File: config.mk
export PLATFORM = sky130hd
export DESIGN_NAME = prog_write_port
export DESIGN_NICKNAME = d
export VERILOG_FILES = /design/src/core/prog_port_pkg.sv /design/src/core/prog_write_port.sv /design/src/core/prog_word_fifo.sv
export SDC_FILE = /design/constraint.sdc
export NUM_CORES = 1
export LEC_CHECK = 0
export ABC_AREA = 1
export BUFFER_PORTS_ARGS = -buffer_cell sky130_fd_sc_hd__buf_2
export CORE_ASPECT_RATIO = 1.4
export CORE_MARGIN = 3
export CORE_UTILIZATION = 53
export CTS_CLUSTER_SIZE = 10
export DETAILED_ROUTE_END_ITERATION = 8
export PLACE_DENSITY = 0.74
export SYNTH_ARGS = -nofsm -noshare
export SYNTH_HDL_FRONTEND = slang
export SYNTH_SLANG_ARGS = --single-unit
File: constraint.sdc
create_clock -name CORE_CLK -period 7.15 [get_ports CORE_CLK]
set_clock_uncertainty 0.05 [all_clocks]
set_input_delay 1.43 -clock CORE_CLK [delete_from_list [all_inputs] [get_ports CORE_CLK]]
set_output_delay 1.43 -clock CORE_CLK [all_outputs]
set_load 0.005 [all_outputs]
File: src/core/prog_port_pkg.sv
// shared constants and carrier types for the parallel programming write port
package prog_port_pkg;

  localparam int unsigned DATA_W = 16;
  localparam int unsigned SEL_W  = 4;

  // type selector codes
  localparam logic [3:0] SEL_COMMAND  = 4'h0;
  localparam logic [3:0] SEL_ADDR_LOW = 4'h1;
  localparam logic [3:0] SEL_ADDR_M1  = 4'h2;
  localparam logic [3:0] SEL_ADDR_M2  = 4'h3;
  localparam logic [3:0] SEL_ADDR_HI  = 4'h4;
  localparam logic [3:0] SEL_DATA     = 4'h5;

  // reset values
  localparam logic [15:0] REG_RESET   = 16'h0000;
  localparam logic        READY_RESET = 1'b1;
  localparam logic        DIR_INPUT   = 1'b0;

  // timing: execution time of a captured word, in ns and in cycles
  localparam int unsigned CLK_PERIOD_NS = 50;
  localparam int unsigned EXEC_TIME_NS  = 100;
  localparam int unsigned EXEC_CYCLES   = (EXEC_TIME_NS + CLK_PERIOD_NS - 1) / CLK_PERIOD_NS;

  localparam int unsigned FIFO_DEPTH = 8;

  // one captured transfer
  typedef struct packed {
    logic [3:0]  sel;
    logic [15:0] data;
  } prog_word_t;

  // decoded register targets
  typedef struct packed {
    logic command;
    logic addr_low;
    logic addr_m1;
    logic addr_m2;
    logic addr_hi;
    logic data;
  } reg_sel_t;

endpackage : prog_port_pkg

File: src/core/prog_write_port.sv
// device side of the parallel programming write port
// What this block does
// - decode type selector into target register
// - ready low while busy, high when free
// - bus direction flag low while bus inputs
// - on falling strobe capture, then drop ready
// - execute, await strobe high, then raise ready
`timescale 1ns/1ns
`default_nettype none
module prog_write_port
  import prog_port_pkg::*;
#(
  parameter int unsigned DEPTH = FIFO_DEPTH
) (
  input  wire logic        CORE_CLK,
  input  wire logic        RESET_N,
  input  wire logic        CMD_STROBE_N,
  input  wire logic [3:0]  TYPE_SELECT,
  input  wire logic [15:0] PROG_DATA_IN,
  output var  logic [15:0] PROG_DATA_OUT,
  output var  logic [15:0] PROG_DATA_OE,
  output var  logic        READY_OUT,
  output var  logic        BUS_DIR_FLAG,
  output var  logic [15:0] COMMAND_REG,
  output var  logic [63:0] ADDRESS_REG,
  output var  logic [15:0] DATA_REG,
  output var  logic        WRITE_DONE
);

  typedef enum logic [2:0] {
    ST_IDLE    = 3'b001,
    ST_EXEC    = 3'b010,
    ST_RELEASE = 3'b100
  } state_t;

  localparam int unsigned CW = $clog2(EXEC_CYCLES + 1);

  function automatic reg_sel_t decode_sel(input logic [3:0] sel);
    reg_sel_t r;
    r = '0;
    case (sel)
      SEL_COMMAND:  r.command  = 1'b1;
      SEL_ADDR_LOW: r.addr_low = 1'b1;
      SEL_ADDR_M1:  r.addr_m1  = 1'b1;
      SEL_ADDR_M2:  r.addr_m2  = 1'b1;
      SEL_ADDR_HI:  r.addr_hi  = 1'b1;
      SEL_DATA:     r.data     = 1'b1;
      default:      r = '0;
    endcase
    return r;
  endfunction

  ////////////////////////////////////////////////////////////////////////
  state_t        state_q;
  logic          strobe_prev_q;
  logic          strobe_fall;
  logic          cap_valid;
  logic          cap_ready;
  prog_word_t    cap_word;
  logic          fifo_valid;
  logic          fifo_ready;
  logic [$bits(prog_word_t)-1:0] fifo_data;
  prog_word_t    exec_word;
  reg_sel_t      dec;
  logic [CW-1:0] exec_cnt_q;
  logic          exec_end;
  logic          exec_load;
  logic [3:0]    addr_hit;

  // strobe history resets high since the pin is pulled up
  always_ff @(posedge CORE_CLK or negedge RESET_N) begin
    if (!RESET_N) begin
      strobe_prev_q <= 1'b1;
    end else begin
      strobe_prev_q <= CMD_STROBE_N;
    end
  end

  assign strobe_fall    = strobe_prev_q && !CMD_STROBE_N;
  assign cap_valid      = (state_q == ST_IDLE) && strobe_fall;
  assign cap_word.sel   = TYPE_SELECT;
  assign cap_word.data  = PROG_DATA_IN;

  prog_word_fifo #(
    .WIDTH ($bits(prog_word_t)),
    .DEPTH (DEPTH)
  ) u_fifo (
    .clk       (CORE_CLK),
    .rst_n     (RESET_N),
    .in_valid  (cap_valid),
    .in_ready  (cap_ready),
    .in_data   (cap_word),
    .out_valid (fifo_valid),
    .out_ready (fifo_ready),
    .out_data  (fifo_data)
  );

  assign exec_word  = prog_word_t'(fifo_data);
  // one word executes at a time; the counter stalls the drain side
  assign fifo_ready = (exec_cnt_q == '0);
  assign exec_end   = (exec_cnt_q == CW'(1));
  assign exec_load  = fifo_valid && fifo_ready;

  ////////////////////////////////////////////////////////////////////////
  // execution timer
  always_ff @(posedge CORE_CLK or negedge RESET_N) begin
    if (!RESET_N) begin
      exec_cnt_q <= '0;
    end else if (exec_load) begin
      exec_cnt_q <= CW'(EXEC_CYCLES);
    end else if (exec_cnt_q != '0) begin
      exec_cnt_q <= exec_cnt_q - 1'b1;
    end
  end

  assign dec = decode_sel(exec_word.sel);

  always_ff @(posedge CORE_CLK or negedge RESET_N) begin
    if (!RESET_N) begin
      COMMAND_REG <= REG_RESET;
      DATA_REG    <= REG_RESET;
    end else if (exec_load) begin
      if (dec.command) COMMAND_REG <= exec_word.data;
      if (dec.data)    DATA_REG    <= exec_word.data;
    end
  end

  assign addr_hit = {dec.addr_hi, dec.addr_m2, dec.addr_m1, dec.addr_low};

  for (genvar g = 0; g < 4; g++) begin : g_addr
    logic [15:0] part_q;
    // part moves only on its own code
    always_ff @(posedge CORE_CLK or negedge RESET_N) begin
      if (!RESET_N) begin
        part_q <= REG_RESET;
      end else if (exec_load && addr_hit[g]) begin
        part_q <= exec_word.data;
      end
    end
  end

  // one flop set per part keeps a single driver on each slice
  assign ADDRESS_REG = {g_addr[3].part_q, g_addr[2].part_q, g_addr[1].part_q, g_addr[0].part_q};

  always_ff @(posedge CORE_CLK or negedge RESET_N) begin
    if (!RESET_N) begin
      WRITE_DONE <= 1'b0;
    end else begin
      WRITE_DONE <= exec_end;
    end
  end

  ////////////////////////////////////////////////////////////////////////
  // handshake: ready drops after capture, returns once both the
  // strobe is high and execution has finished
  always_ff @(posedge CORE_CLK or negedge RESET_N) begin
    if (!RESET_N) begin
      state_q <= ST_IDLE;
    end else begin
      case (state_q)
        ST_IDLE: begin
          // a full fifo blocks capture; cannot occur with one word in flight
          if (cap_valid && cap_ready) begin
            state_q <= ST_EXEC;
          end
        end
        ST_EXEC: begin
          if (CMD_STROBE_N && !fifo_valid && (exec_cnt_q == '0 || exec_end)) begin
            state_q <= ST_RELEASE;
          end
        end
        ST_RELEASE: begin
          state_q <= ST_IDLE;
        end
        default: begin
          state_q <= ST_IDLE;
        end
      endcase
    end
  end

  always_ff @(posedge CORE_CLK or negedge RESET_N) begin
    if (!RESET_N) begin
      READY_OUT <= READY_RESET;
    end else if (cap_valid && cap_ready) begin
      READY_OUT <= 1'b0;
    end else if (state_q == ST_RELEASE) begin
      READY_OUT <= 1'b1;
    end
  end

  // bus is input-only for writes
  // limitation: no read path, so the bus never turns around and
  // the enables stay low; a read engine would own these flops
  always_ff @(posedge CORE_CLK or negedge RESET_N) begin
    if (!RESET_N) begin
      BUS_DIR_FLAG  <= DIR_INPUT;
      PROG_DATA_OUT <= REG_RESET;
      PROG_DATA_OE  <= REG_RESET;
    end else begin
      BUS_DIR_FLAG  <= DIR_INPUT;
      PROG_DATA_OUT <= REG_RESET;
      PROG_DATA_OE  <= REG_RESET;
    end
  end

endmodule // prog_write_port
`default_nettype wire

File: src/core/prog_word_fifo.sv
// parameterised valid/ready fifo for captured programming words
`timescale 1ns/1ns
`default_nettype none
module prog_word_fifo #(
  parameter int unsigned WIDTH = 20,
  parameter int unsigned DEPTH = 8
) (
  input  wire logic             clk,
  input  wire logic             rst_n,
  input  wire logic             in_valid,
  output var  logic             in_ready,
  input  wire logic [WIDTH-1:0] in_data,
  output var  logic             out_valid,
  input  wire logic             out_ready,
  output var  logic [WIDTH-1:0] out_data
);

  localparam int unsigned AW = $clog2(DEPTH);

  logic [WIDTH-1:0] mem_q [DEPTH];
  logic [AW-1:0]    wr_q;
  logic [AW-1:0]    rd_q;
  logic [AW:0]      cnt_q;
  logic             push;
  logic             pop;

  assign in_ready  = (cnt_q != (AW+1)'(DEPTH));
  assign out_valid = (cnt_q != '0);
  assign out_data  = mem_q[rd_q];
  assign push      = in_valid && in_ready;
  assign pop       = out_valid && out_ready;

  always_ff @(posedge clk) begin
    if (push) begin
      mem_q[wr_q] <= in_data;
    end
  end

  always_ff @(posedge clk or negedge rst_n) begin
    if (!rst_n) begin
      wr_q  <= '0;
      rd_q  <= '0;
      cnt_q <= '0;
    end else begin
      if (push) begin
        wr_q <= (wr_q == AW'(DEPTH - 1)) ? '0 : wr_q + 1'b1;
      end
      if (pop) begin
        rd_q <= (rd_q == AW'(DEPTH - 1)) ? '0 : rd_q + 1'b1;
      end
      cnt_q <= cnt_q + (AW+1)'(push) - (AW+1)'(pop);
    end
  end

endmodule // prog_word_fifo
`default_nettype wire

## Yosys cells after proc, flatten, opt, wreduce, memory -nomap -nowiden

Memory sizes are Yosys's and may differ from the RTL's.
Index checks and enable logic that the tools add are counted.
Widths: inputs -> output; s select.

| operators by class | value |
|---|---|
| mux-type cells | 17 |
| reductions and logical operators | 22 |
| add/sub/neg operators | 5 |
| equal/unequal tests | 14 |

Operators with widths:

| kind | count |
|---|---|
| $mux 3 | 4 |
| $logic_and 1x1->1 | 10 |
| $mux 1 | 10 |
| $eq 3x3->1 const B | 3 |
| $eq 4x2->1 const B | 2 |
| $eq 4x3->1 const B | 2 |
| $add 3x1->3 const B | 2 |
| $pmux 3 s2 | 1 |
| $reduce_and 2->1 | 3 |
| $reduce_bool 2->1 | 3 |
| $add 4x1->4 | 1 |
| $eq 4x1->1 const B | 1 |
| $logic_not 4->1 | 1 |
| $mux 2 | 2 |
| $ne 4x4->1 const B | 1 |
| $reduce_bool 4->1 | 1 |
| $sub 4x1->4 | 1 |
| $eq 3x1->1 const B | 1 |
| $eq 3x2->1 const B | 1 |
| $eq 2x1->1 const B | 1 |
| $logic_not 1->1 | 2 |
| $logic_not 2->1 | 1 |
| $ne 2x1->1 const B | 1 |
| $ne 2x2->1 const B | 1 |
| 2 further kinds | 2 |

| storage, ports and cells | value |
|---|---|
| bits of input ports | 23 |
| word-level logic and storage cells | 73 |
| memory bits (writable) | 160 |
| memories kept | 1 |
| bits in registers | 114 |

Memories:

| memory | words | bits a word | rd ports | clocked after Yosys merged registers in | write ports | line | RTL |
|---|---|---|---|---|---|---|---|
| u_fifo.mem_q | 8 | 20 | 1 | 0 | 1 | prog_word_fifo.sv:20 | `logic [WIDTH-1:0] mem_q [DEPTH];` |

## Logic depth before layout (Yosys ltp)

Gate-level depths: netlist of run 1.

| logic depth | value |
|---|---|
| word-level depth | 6 |
| gate-level depth with buffers | 13 |
| gate-level depth less buffers | 11 |

## By module

A second synthesis of run 1 with hierarchy kept.

| second synthesis, totals | value |
|---|---|
| cells, all modules | 1271 |
| area, all modules | 12268.0 µm² |

By module, submodules not included:

| module | area an instance (µm²) | cells an instance | seq. area each (µm²) | instances |
|---|---|---|---|---|
| prog_word_fifo | 7616.1 | 764 | 5054.8 | 1 |
| prog_write_port | 4652.0 | 507 | 2606.2 | 1 |

## Worst setup path after synthesis of run 1

OpenSTA, ideal clock, no wires.

| timing path | value |
|---|---|
| path type | input port to flip-flop |
| from | in CMD_STROBE_N |
| to | mem u_fifo.mem_q[0][0] (enable) |
| stages on the path | 4 |
| path slack | 3.268 ns |
| data arrival time | 3.410 ns |
| data required time | 6.678 ns |
| path through | a31oi_1 > nand3_1 > or2_2 > nor3_1 |

| on the way | value |
|---|---|
| word-level cells in the longest chain between the ends | 6 |

Ends and longest elaborated chain:

| what | line | RTL |
|---|---|---|
| start: declaration | prog_write_port.sv:17 | `input wire logic CMD_STROBE_N,` |
| $logic_not 1->1 | prog_write_port.sv:79 | `assign strobe_fall = strobe_prev_q && !CMD_STROBE_N;` |
| $logic_and 1x1->1 | prog_write_port.sv:79 |  |
| $logic_and 1x1->1 | prog_write_port.sv:80 | `assign cap_valid = (state_q == ST_IDLE) && strobe_fall;` |
| $logic_and 1x1->1 | prog_word_fifo.sv:30 | `assign push = in_valid && in_ready;` |
| $mux 1 | prog_word_fifo.sv:34 | `if (push) begin` |
| $mux 1 (implied by the code) | prog_word_fifo.sv:35 | `mem_q[wr_q] <= in_data;` |
| end: declaration | prog_word_fifo.sv:20 |  |

No other way between the ends.

## Final worst setup path of run 1

| timing path | value |
|---|---|
| from | reg u_fifo.rd_q[0] |
| to | reg g_addr[1].part_q[14] |

| on the way | value |
|---|---|
| word-level cells in the longest chain between the ends | 4 |

Ends and longest elaborated chain:

| what | line | RTL |
|---|---|---|
| start: declaration | prog_word_fifo.sv:22 | `logic [AW-1:0] rd_q;` |
| start signal: assignment | prog_word_fifo.sv:49 | `rd_q <= (rd_q == AW'(DEPTH - 1)) ? '0 : rd_q + 1'b1;` |
| $mem_v2 8x20 (*) | - |  |
| $eq 4x2->1 | prog_write_port.sv:41 | `case (sel)` |
| $mux 1 | prog_write_port.sv:41 |  |
| $logic_and 1x1->1 | prog_write_port.sv:136 | `end else if (exec_load && addr_hit[g]) begin` |
| end signal: assignment | prog_write_port.sv:137 | `part_q <= exec_word.data;` |
| end: declaration | prog_write_port.sv:131 | `logic [15:0] part_q;` |

Every way passes the cells marked *; elsewhere a longest branch is shown, timed or not.
A chain may end at the register's enable or synchronous reset.

==> metrics.txt, run 1 <==
TritonCTS clock tree yes; Most Frequent Cell on Critical Path sky130_fd_sc_hd__nand2_1; number of buffers added on ports 120; maximum level of the CTS H-tree 1; mean instance size in the synthesized netlist roughly 11 sq um; post-synth design cell area 11,800 sq um; Die X 132 um; slowest cell on the critical path sky130_fd_sc_hd__buf_4; largest net degree at the start of global routing 84; instance area at placement ~12,000 sq um; final number of max-transition violations 0; Setup Buffers After CTS 0; Post-Syn Instances 1,116; number of nets in the final layout approximately 1,300; final setup violating endpoints 0; PD cells around 430 nW/um^2; path category of the worst min-delay check reg -> reg; source of the worst hold timing path COMMAND_REG[0]; commonest cells after routing, fill and taps aside 380 x sky130_fd_sc_hd__nand2_1, 160 x sky130_fd_sc_hd__edfxtp_1, 119 x sky130_fd_sc_hd__buf_2; most common library cell in the layout ignoring fill and taps sky130_fd_sc_hd__nand2_1; portion of the post-synthesis area used by sequential elements 65.2%; number of antenna-violating nets in the routed design 0; largest fanout on the critical path 83; Critical Path Start Type flip-flop; Pre-Repair DR Iteration Count 5; GRT Total Usage 20.4%; number of placement rows 63; number of DRC markers after the initial detailed-route iteration 649; area of the core about 22,000 sq um; IR Drop Worst-Case VDD about 0.00021 V; number of buffers and inverters on the critical path 2; Post-CTS Resized 0; num ports approximately 150; setup repair after global routing missed its margin false; insertion delay of the later-clocked pin in the worst-skew pair 0.53 ns; CTS Root Cell sky130_fd_sc_hd__clkbuf_16; effective utilization at floorplan 54.6%; deepest clock path buffer count 3; remaining routing DRC violations 0; DIE HEIGHT 182 um; number of hold-slack violations in the final timing report 0; cells traversed along the worst timing path buf_4 > inv_4 > nand2_1 > nand3_1 > nand3_2 > nand2_1 > nor2_4 > nand3_4 > nand2_1 > nand2_1; full die area roughly 24,000 sq um; Fmax 0.287 GHz; launch point of the worst path u_fifo.rd_q[0]; Largest stage delay, worst path roughly 0.67 ns; global-route wire length before repair 39,800 um; share of layout cells above drive strength 1 16.3%; Setup crit end kind flip-flop; mean routed wirelength per cell 16.3 um; worst-case headroom to the max-slew limit 23.3%; Setup TNS Final 0 ns; number of antenna violations at the first check in global routing 1; hold_buf cts 0; Finished Cell Area 13,200 sq um; cts bufs inserted 31; final wirelength 25,000 um; post-synthesis register bit count 274; Layout Area Growth over Synthesis 12.3%; minimum clock period about 3.5 ns; number of antenna repair diodes 0; vias after detailed routing 8,012; cell family with most CP delay simple AND/OR/NAND/NOR gates; launch point of the worst reg-to-reg path u_fifo.rd_q[0]; max-cap violation count 0; number of vias per cell 5.23; via count of the first global-routing pass 7,530; yosys synthesis warning count 0; leakage power of the design roughly 0.006 uW; transition time at the pin with the least slew margin 1.15 ns; clock edge transition at the registers on the reported setup and hold paths ~0.060 ns; Period Utilization, post-route between 40 and 50%; RD Place Congestion between 0.8 and 0.9; required time at the endpoint of the critical path around 7.5 ns; total half-perimeter wirelength after legalization and detailed placement 15,900 um; library cells used by synthesis 38; type of the worst setup path reg -> reg; number of sinks on the clock net 274; total overflow reported by the global router 0; arrival time at the worst endpoint 3.86 ns; outcome finished clean
synthesized netlist by cell type (all sizes together):
| master | instances | share of area, % |
|---|---|---|
| dfstp | 3 | 0.67 |
| nor3b | 1 | 0.064 |
| o211ai | 1 | 0.064 |
| a21oi | 2 | 0.085 |
| fa | 1 | 0.17 |
| nand4 | 32 | 1.7 |
| dfrtp | 111 | 24 |
| clkbuf | 8 | 0.26 |
| nand3 | 91 | 4.3 |
| xnor2 | 2 | 0.15 |
| or2 | 1 | 0.053 |
| nor3 | 6 | 0.26 |
| ha | 12 | 1.3 |
| conb | 1 | 0.032 |
| clkinv | 1 | 0.032 |
| o21a | 1 | 0.064 |
| nand2 | 387 | 13 |
| edfxtp | 160 | 41 |
| buf | 81 | 5.0 |
| o21ai | 75 | 3.3 |
| inv | 42 | 1.4 |
| a31oi | 1 | 0.053 |
| nor2 | 96 | 3.8 |
per-stage QoR:
| stage | instances | utilization (%) | hold slack (ns) | power [uW] | setup slack [ns] |
|---|---|---|---|---|---|
| after floorplan | 1148 | - | 0.403 | 3770 | 3.27 |
| after global placement | 1481 | 57.4 | 0.398 | 4340 | 3.63 |
| after detailed placement | 1481 | 57.4 | 0.403 | 4390 | 3.59 |
| after CTS | 1533 | 61.4 | 0.417 | 5770 | 3.72 |
| after global routing | 1533 | 61.4 | 0.435 | 6120 | 3.46 |
| final | 1533 | 61.4 | 0.411 | 5740 | 3.66 |
per-layer routing:
metal	up-vias	part of all wire (%)	track usage, %
met1	3829	40	25.8
met5	-	0.068	0
met3	52	6.2	3.25
li1	3849	-	-
met4	2	3.0	7.40
met2	280	51	35.8
worst reg2reg max path, cell delays in order, from the launching register on:
cell and delay (ns):
sky130_fd_sc_hd__dfrtp_2 0.34, sky130_fd_sc_hd__buf_4 0.67, sky130_fd_sc_hd__inv_4 0.61, sky130_fd_sc_hd__nand2_1 0.19
sky130_fd_sc_hd__nand3_1 0.09, sky130_fd_sc_hd__nand3_2 0.14, sky130_fd_sc_hd__nand2_1 0.11, sky130_fd_sc_hd__nor2_4 0.64
sky130_fd_sc_hd__nand3_4 0.33, sky130_fd_sc_hd__nand2_1 0.15, sky130_fd_sc_hd__nand2_1 0.06
sequential cells by signal, indices dropped and copies added, names as in the netlist:
name,count
COMMAND_REG,16
DATA_REG,16
READY_OUT,1
WRITE_DONE,1
exec_cnt_q,2
g_addr.part_q,64
state_q,3
strobe_prev_q,1
u_fifo.cnt_q,4
u_fifo.mem_q,160
u_fifo.rd_q,3
u_fifo.wr_q,3
path summary, 6_finish.rpt:
check                                       end  slack (ns)  depth (start not counted)
max                        g_addr[1].part_q[14]        3.66                         10
min                              COMMAND_REG[0]        0.41                          2
max reg2reg                g_addr[1].part_q[14]        3.66                         10
min reg2reg                      COMMAND_REG[0]        0.41                          2
max in group asynchronous        u_fifo.rd_q[0]        4.84                          2
min in group asynchronous  g_addr[1].part_q[12]        0.84                          1
power breakdown:
group	leakage [uW]	switching, uW	total (uW)	internal, uW
clock	0.000416	561	1370	806
sequential	0.00290	178	2190	2010
combinational	0.00281	1560	2180	618
total	0.00612	2300	5740	3440
cell type report:
class | count | area, sq um
timing repair buffer | 130 | 678
inverter | 43 | 164
sequential | 274 | 7660
tap | 292 | 365
clock inverter | 1 | 5.00
fill | 1749 | 8310
clock buffer | 51 | 861
multi-input combinational | 742 | 3470
kinds of logic after synthesis:
group,synth area share [%]
AO/OA/AOI/OAI,3.59
XOR/XNOR,0.149
adder cells (fa/ha/maj),1.45
buffers and inverters,6.62
flip-flops,65.2
other,0.0319
AND/OR/NAND/NOR,23.0
Power figures use the tool's default switching activity.
==> inputs of run 2 (changes only) <==
- clock period: 7.15 -> 3.6 ns (I/O delays scaled with it)
==> run 2 against run 1 <==
Net effect:
- highest routed layer unchanged
- worst hold slack got worse by 0.16 ns
- largest power group unchanged
- critical path depth unchanged
- largest cell class unchanged
- critical path type unchanged
- combinational power increased by 96%
- utilization increased by 0.22 points
==> metrics.txt, run 2 (synthesis results as in run 1) <==
Internal Dissipation 6840 uW; Most Frequent Cell on Critical Path sky130_fd_sc_hd__nand2_1; arrival time at the worst endpoint ~3.2 ns; total overflow reported by the global router 0; cts bufs inserted 31; type of the worst setup path reg -> reg; number of antenna violations at the first check in global routing 2; commonest cells after routing, fill and taps aside 380 x sky130_fd_sc_hd__nand2_1, 160 x sky130_fd_sc_hd__edfxtp_1, 119 x sky130_fd_sc_hd__buf_2; IR Drop Worst-Case VDD 0.000553 V; required time at the endpoint of the critical path 3.96 ns; cell family with most CP delay simple AND/OR/NAND/NOR gates; clock edge transition at the registers on the reported setup and hold paths 0.05 ns; slowest cell on the critical path sky130_fd_sc_hd__buf_4; GRT Total Usage 21.5%; largest net degree at the start of global routing 83; fraction of power spent switching nets roughly 40%; number of buffers and inverters on the critical path 1; leakage power of the design between 0.006 and 0.007 uW; FILL cells 1,745; final number of max-transition violations 0; Critical Path Start Type flip-flop; Non-Filler Instances approximately 1,500; Setup crit end kind flip-flop; Largest stage delay, worst path 0.65 ns; Setup Buffers After CTS 0; cells traversed along the worst timing path buf_4 > nand2_1 > nand3_1 > nand2_1 > nand2_1 > nand2_2 > nor2_8 > nand2_4 > nand2_1 > nand2_1; Worst Setup Slack post-DPL 0.790 ns; vias after detailed routing 8,095; CTS Root Cell sky130_fd_sc_hd__clkbuf_16; setup repair after global routing missed its margin false; Layout Area Growth over Synthesis 12.7%; Die X between 100 and 150 um; registers with the highest flip-flop counts u_fifo.mem_q x160, g_addr.part_q x64; max-cap violation count 0; Setup TNS Final 0 ns; area used by multi-input combinational logic 3470 sq um; number of antenna-violating nets in the routed design 0; area of the core 21,500 sq um; share of layout cells above drive strength 1 16.7%; number of buffers added on ports 120; outcome finished clean; worst-case headroom to the max-slew limit 35.9%; most common library cell in the layout ignoring fill and taps sky130_fd_sc_hd__nand2_1; Fmax 0.350 GHz; number of vias per cell 5.26; hold_buf cts 0; number of antenna repair diodes 0; path category of the worst min-delay check in -> async; minimum clock period between 2 and 3 ns; final wirelength about 26,000 um; total half-perimeter wirelength after legalization and detailed placement 16,400 um; full die area 24,000 sq um; effective utilization at floorplan 54.6%; Pre-Repair DR Iteration Count 5; worst-case hold slack 0.249 ns; DIE HEIGHT between 150 and 200 um; number of DRC markers after the initial detailed-route iteration 603; largest fanout on the critical path 82; Post-Place Cells 1,486; sequential power share 38.4%; TritonCTS clock tree yes; number of sinks on the clock net between 200 and 300; number of placement rows 63; num ports roughly 150; deepest clock path buffer count 3; insertion delay of the later-clocked pin in the worst-skew pair 0.55 ns; maximum level of the CTS H-tree 1; transition time at the pin with the least slew margin 0.961 ns; Comb pwr share between 30% and 40%; Largest register FFs between 150 and 200; mean routed wirelength per cell 16.8 um; via count of the first global-routing pass ~8,000; Period Utilization, post-route 79.3%; PD cells 859 nW/um^2; remaining routing DRC violations 0; sequential cell area 7660 sq um; Net Sw Power 4550 uW; Clock Power Share between 20% and 30%; RD Place Congestion between 0.7 and 0.8; register ranked first by flip-flop count u_fifo.mem_q; final worst slack 0.746 ns; global-route wire length before repair 41,700 um; Post-CTS Resized 0; number of hold-slack violations in the final timing report 0; setup slack on the worst flop-to-flop path between 0.7 and 0.8 ns; final setup violating endpoints 0; number of nets in the final layout ~1,300
-- run 2: cell count changes in the layout (fill, tap and decap cells not counted), sizes merged --
cell | previous run | this run
buf | 130 | 135
inv | 42 | 43
-- run 2: worst reg2reg max path, delay by kind of cell (launching register included) --
kind / cells / cell delay [ns]
simple gates: 9 / 1.66
buf+inv: 1 / 0.65
flops: 1 / 0.38
-- run 2: path summary, 6_finish.rpt --
kind / startpoint / endpoint / depth (start not counted)
min in group CORE_CLK: CMD_STROBE_N / strobe_prev_q / 1
hold / removal: RESET_N / g_addr[1].part_q[12] / 1
setup / recovery: u_fifo.rd_q[0] / g_addr[3].part_q[12] / 10
hold reg to reg: g_addr[2].part_q[5] / g_addr[2].part_q[5] / 2
max in group asynchronous: RESET_N / state_q[0] / 2
setup reg to reg: u_fifo.rd_q[0] / g_addr[3].part_q[12] / 10
-- run 2: routing by layer --
layer / wire [um] / track usage [%] / up-vias / share of wire, %
met4: 706 / 7.40 / 2 / 2.7
met5: 8 / 0 / - / 0.031
met2: 13200 / 38.9 / 320 / 51
met3: 1740 / 3.61 / 56 / 6.7
li1: - / - / 3864 / -
met1: 10200 / 26.2 / 3853 / 39
-- run 2: area by class of cell --
type / instances / area share [%]
clock inverters: 2 / 0.104
multi-input cells: 742 / 26.2
clock buffers: 51 / 6.49
repair buffers: 135 / 5.40
well taps: 292 / 2.76
inverters: 43 / 1.24
flip-flops and latches: 274 / 57.8
-- run 2: power by group through the flow --
stage          clock network [uW]  registers (uW)  logic (uW)
2_1_floorplan                   0            4400        3100
6_report                     2740            4380        4270
5_1_grt                      2910            4460        4820
3_5_place_dp                    0            4430        4270
4_1_cts                      2780            4380        4290
3_3_place_gp                    0            4420        4140
-- run 2: through the flow --
step                total power [uW]  util [%]  instance area, sq um
global route                   12200      61.6                 13300
finish                         11400      61.6                 13300
detailed placement              8700      57.5                 12400
CTS                            11500      61.6                 13300
global placement                8560      57.5                 12400
floorplan                       7490         -                 11900
==> inputs of run 3 (changes only) <==
- CORE_UTILIZATION: 53 -> 52
- PLACE_DENSITY: 0.74 -> 0.76
- clock period: 3.6 -> 2.6 ns (I/O delays scaled with it)
==> run 3 against run 2 <==
Net effect:
- final cell count up 1.4%
- worst hold slack worse by 0.21 ns
- die area up 1.8%
- register-to-register slack worse by 0.38 ns
- critical path depth unchanged
- setup slack worse by 0.38 ns
- sequential share of layout area down 0.65 points
- combinational power up 43%
- clock-buffer cell count down 1
- first-iteration DRC count up 9.3%
- clock power up 38%
- utilization down 0.72 points
- highest routed layer is now met4
==> metrics.txt, run 3 (synthesis results as in run 1) <==
instance area at placement 12,500 sq um; cell family with most CP delay simple AND/OR/NAND/NOR gates; Comb pwr share a little under two fifths; outcome finished clean; remaining routing DRC violations 0; DIE HEIGHT 184 um; Final Power 16,000 uW; final worst slack 0.363 ns; leakage power of the design about 0.0062 uW; required time at the endpoint of the critical path 3.03 ns; total overflow reported by the global router 0; met2 track demand over resource 38.0%; most common library cell in the layout ignoring fill and taps sky130_fd_sc_hd__nand2_1; number of buffers added on ports 120; Setup TNS Final 0 ns; commonest cells after routing, fill and taps aside 380 x sky130_fd_sc_hd__nand2_1, 160 x sky130_fd_sc_hd__edfxtp_1, 119 x sky130_fd_sc_hd__buf_2; full die area approximately 24,000 sq um; Layout Area Growth over Synthesis 14.0%; Finished Core Util about three fifths; total half-perimeter wirelength after legalization and detailed placement 17,500 um; global routing usage on met1 27.7%; GR Layer Usage met3 around 2.8%; number of antenna violations at the first check in global routing 0; largest fanout on the critical path 46; number of antenna-violating nets in the routed design 0; Most Frequent Cell on Critical Path sky130_fd_sc_hd__nand2_1; cts bufs inserted 31; Pre-Repair DR Iteration Count 5; Setup crit end kind flip-flop; share of layout cells above drive strength 1 17.7%; FILL cells 1,768; insertion delay of the later-clocked pin in the worst-skew pair 0.55 ns; clock edge transition at the registers on the reported setup and hold paths approximately 0.060 ns; TritonCTS clock tree yes; setup repair after global routing missed its margin false; number of buffers and inverters on the critical path 2; number of hold-slack violations in the final timing report 0; Largest stage delay, worst path 0.56 ns; num ports between 150 and 200; sequential power share 38.3%; area of the core between 20,000 and 25,000 sq um; number of placement rows 64; maximum level of the CTS H-tree 1; max-cap violation count 0; Largest register FFs 160; IR Drop Worst-Case VDD 0.000822 V; fraction of power spent switching nets ~40%; Net Sw Power 6380 uW; minimum clock period about 2.2 ns; register ranked first by flip-flop count u_fifo.mem_q; Internal Dissipation 9640 uW; Worst Setup Slack post-DPL 0.367 ns; via count of the first global-routing pass 8,053; GRT Total Usage 21.5%; largest net degree at the start of global routing 47; final setup violating endpoints 0; mean routed wirelength per cell 16.8 um; number of sinks on the clock net about 270; type of the worst setup path reg -> reg; RD Place Congestion 0.802; number of DRC markers after the initial detailed-route iteration 659; Post-CTS Resized 0; vias after detailed routing 8,234; registers with the highest flip-flop counts u_fifo.mem_q x160, g_addr.part_q x64; global-route wire length before repair 42,300 um; slowest cell on the critical path sky130_fd_sc_hd__dfrtp_2; Fmax 0.447 GHz; final number of max-transition violations 0; Die X 133 um; deepest clock path buffer count 3; Finished Cell Area 13,400 sq um; number of nets in the final layout 1,280; PD cells roughly 1200 nW/um^2; effective utilization at floorplan 53.4%; Clock Power Share 23.6%; Critical Path Start Type flip-flop; number of antenna repair diodes 0; Period Utilization, post-route 86.0%; arrival time at the worst endpoint 2.67 ns; layer carrying the most global-route usage met2; path category of the worst min-delay check in -> reg; cells traversed along the worst timing path buf_12 > buf_4 > nor2_1 > nor2_1 > o21ai_0 > nand2_1 > nand2_1 > nand2_1 > nand4_1 > nand2_1; number of vias per cell 5.28; CTS Root Cell sky130_fd_sc_hd__clkbuf_16; final wirelength around 26,000 um
-- run 3: changes by cell type in the layout (fill, tap and decap cells not counted), sizes merged --
cell / before / now
buf: 135 / 151
clkbuf: 51 / 50
dlygate4sd3: 0 / 1
-- run 3: worst paths after layout --
check	from	to	slack, ns	cells after the start
worst max-delay path	u_fifo.rd_q[0]	g_addr[1].part_q[7]	0.36	10
worst min register to register	COMMAND_REG[1]	COMMAND_REG[1]	0.41	2
worst max register to register	u_fifo.rd_q[0]	g_addr[1].part_q[7]	0.36	10
min in group asynchronous	RESET_N	g_addr[1].part_q[11]	0.42	2
worst min-delay path	CMD_STROBE_N	strobe_prev_q	0.04	1
max in group asynchronous	RESET_N	g_addr[1].part_q[3]	1.37	3
-- run 3: what timing repair did --
item                       CTS  global route
hold endpoints to repair    27             0
setup endpoints to repair    0             0
hold buffers                 1             0
setup buffers                0             0
-- run 3: power groups by stage --
stage,Combinational (uW),Clock (uW),Sequential (uW)
6_report,6110,3780,6130
5_1_grt,6870,4040,6230
4_1_cts,6150,3860,6120
3_5_place_dp,6090,0,6190
3_3_place_gp,5940,0,6170
2_1_floorplan,4290,0,6090
-- run 3: per-stage QoR --
stage,cells,hold WS [ns]
global route,1560,0.0164
CTS,1560,0.00770
global placement,1507,0.398
detailed placement,1507,0.403
floorplan,1148,0.174
finish,1560,0.0354
-- run 3: layout make-up --
type	instances	area [sq um]	share of cell area, %
flip-flops and latches	274	7660	57.2
repair buffers	152	871	6.50
well taps	297	372	2.77
multi-input cells	742	3470	25.9
clock inverters	2	17.5	0.131
inverters	43	164	1.22
clock buffers	50	847	6.32
-- run 3: per-layer routing --
| metal | wire length, um | vias up |
|---|---|---|
| met3 | 1940 | 48 |
| li1 | - | 3912 |
| met2 | 13300 | 347 |
| met1 | 10300 | 3927 |
| met5 | 0 | - |
| met4 | 621 | 0 |
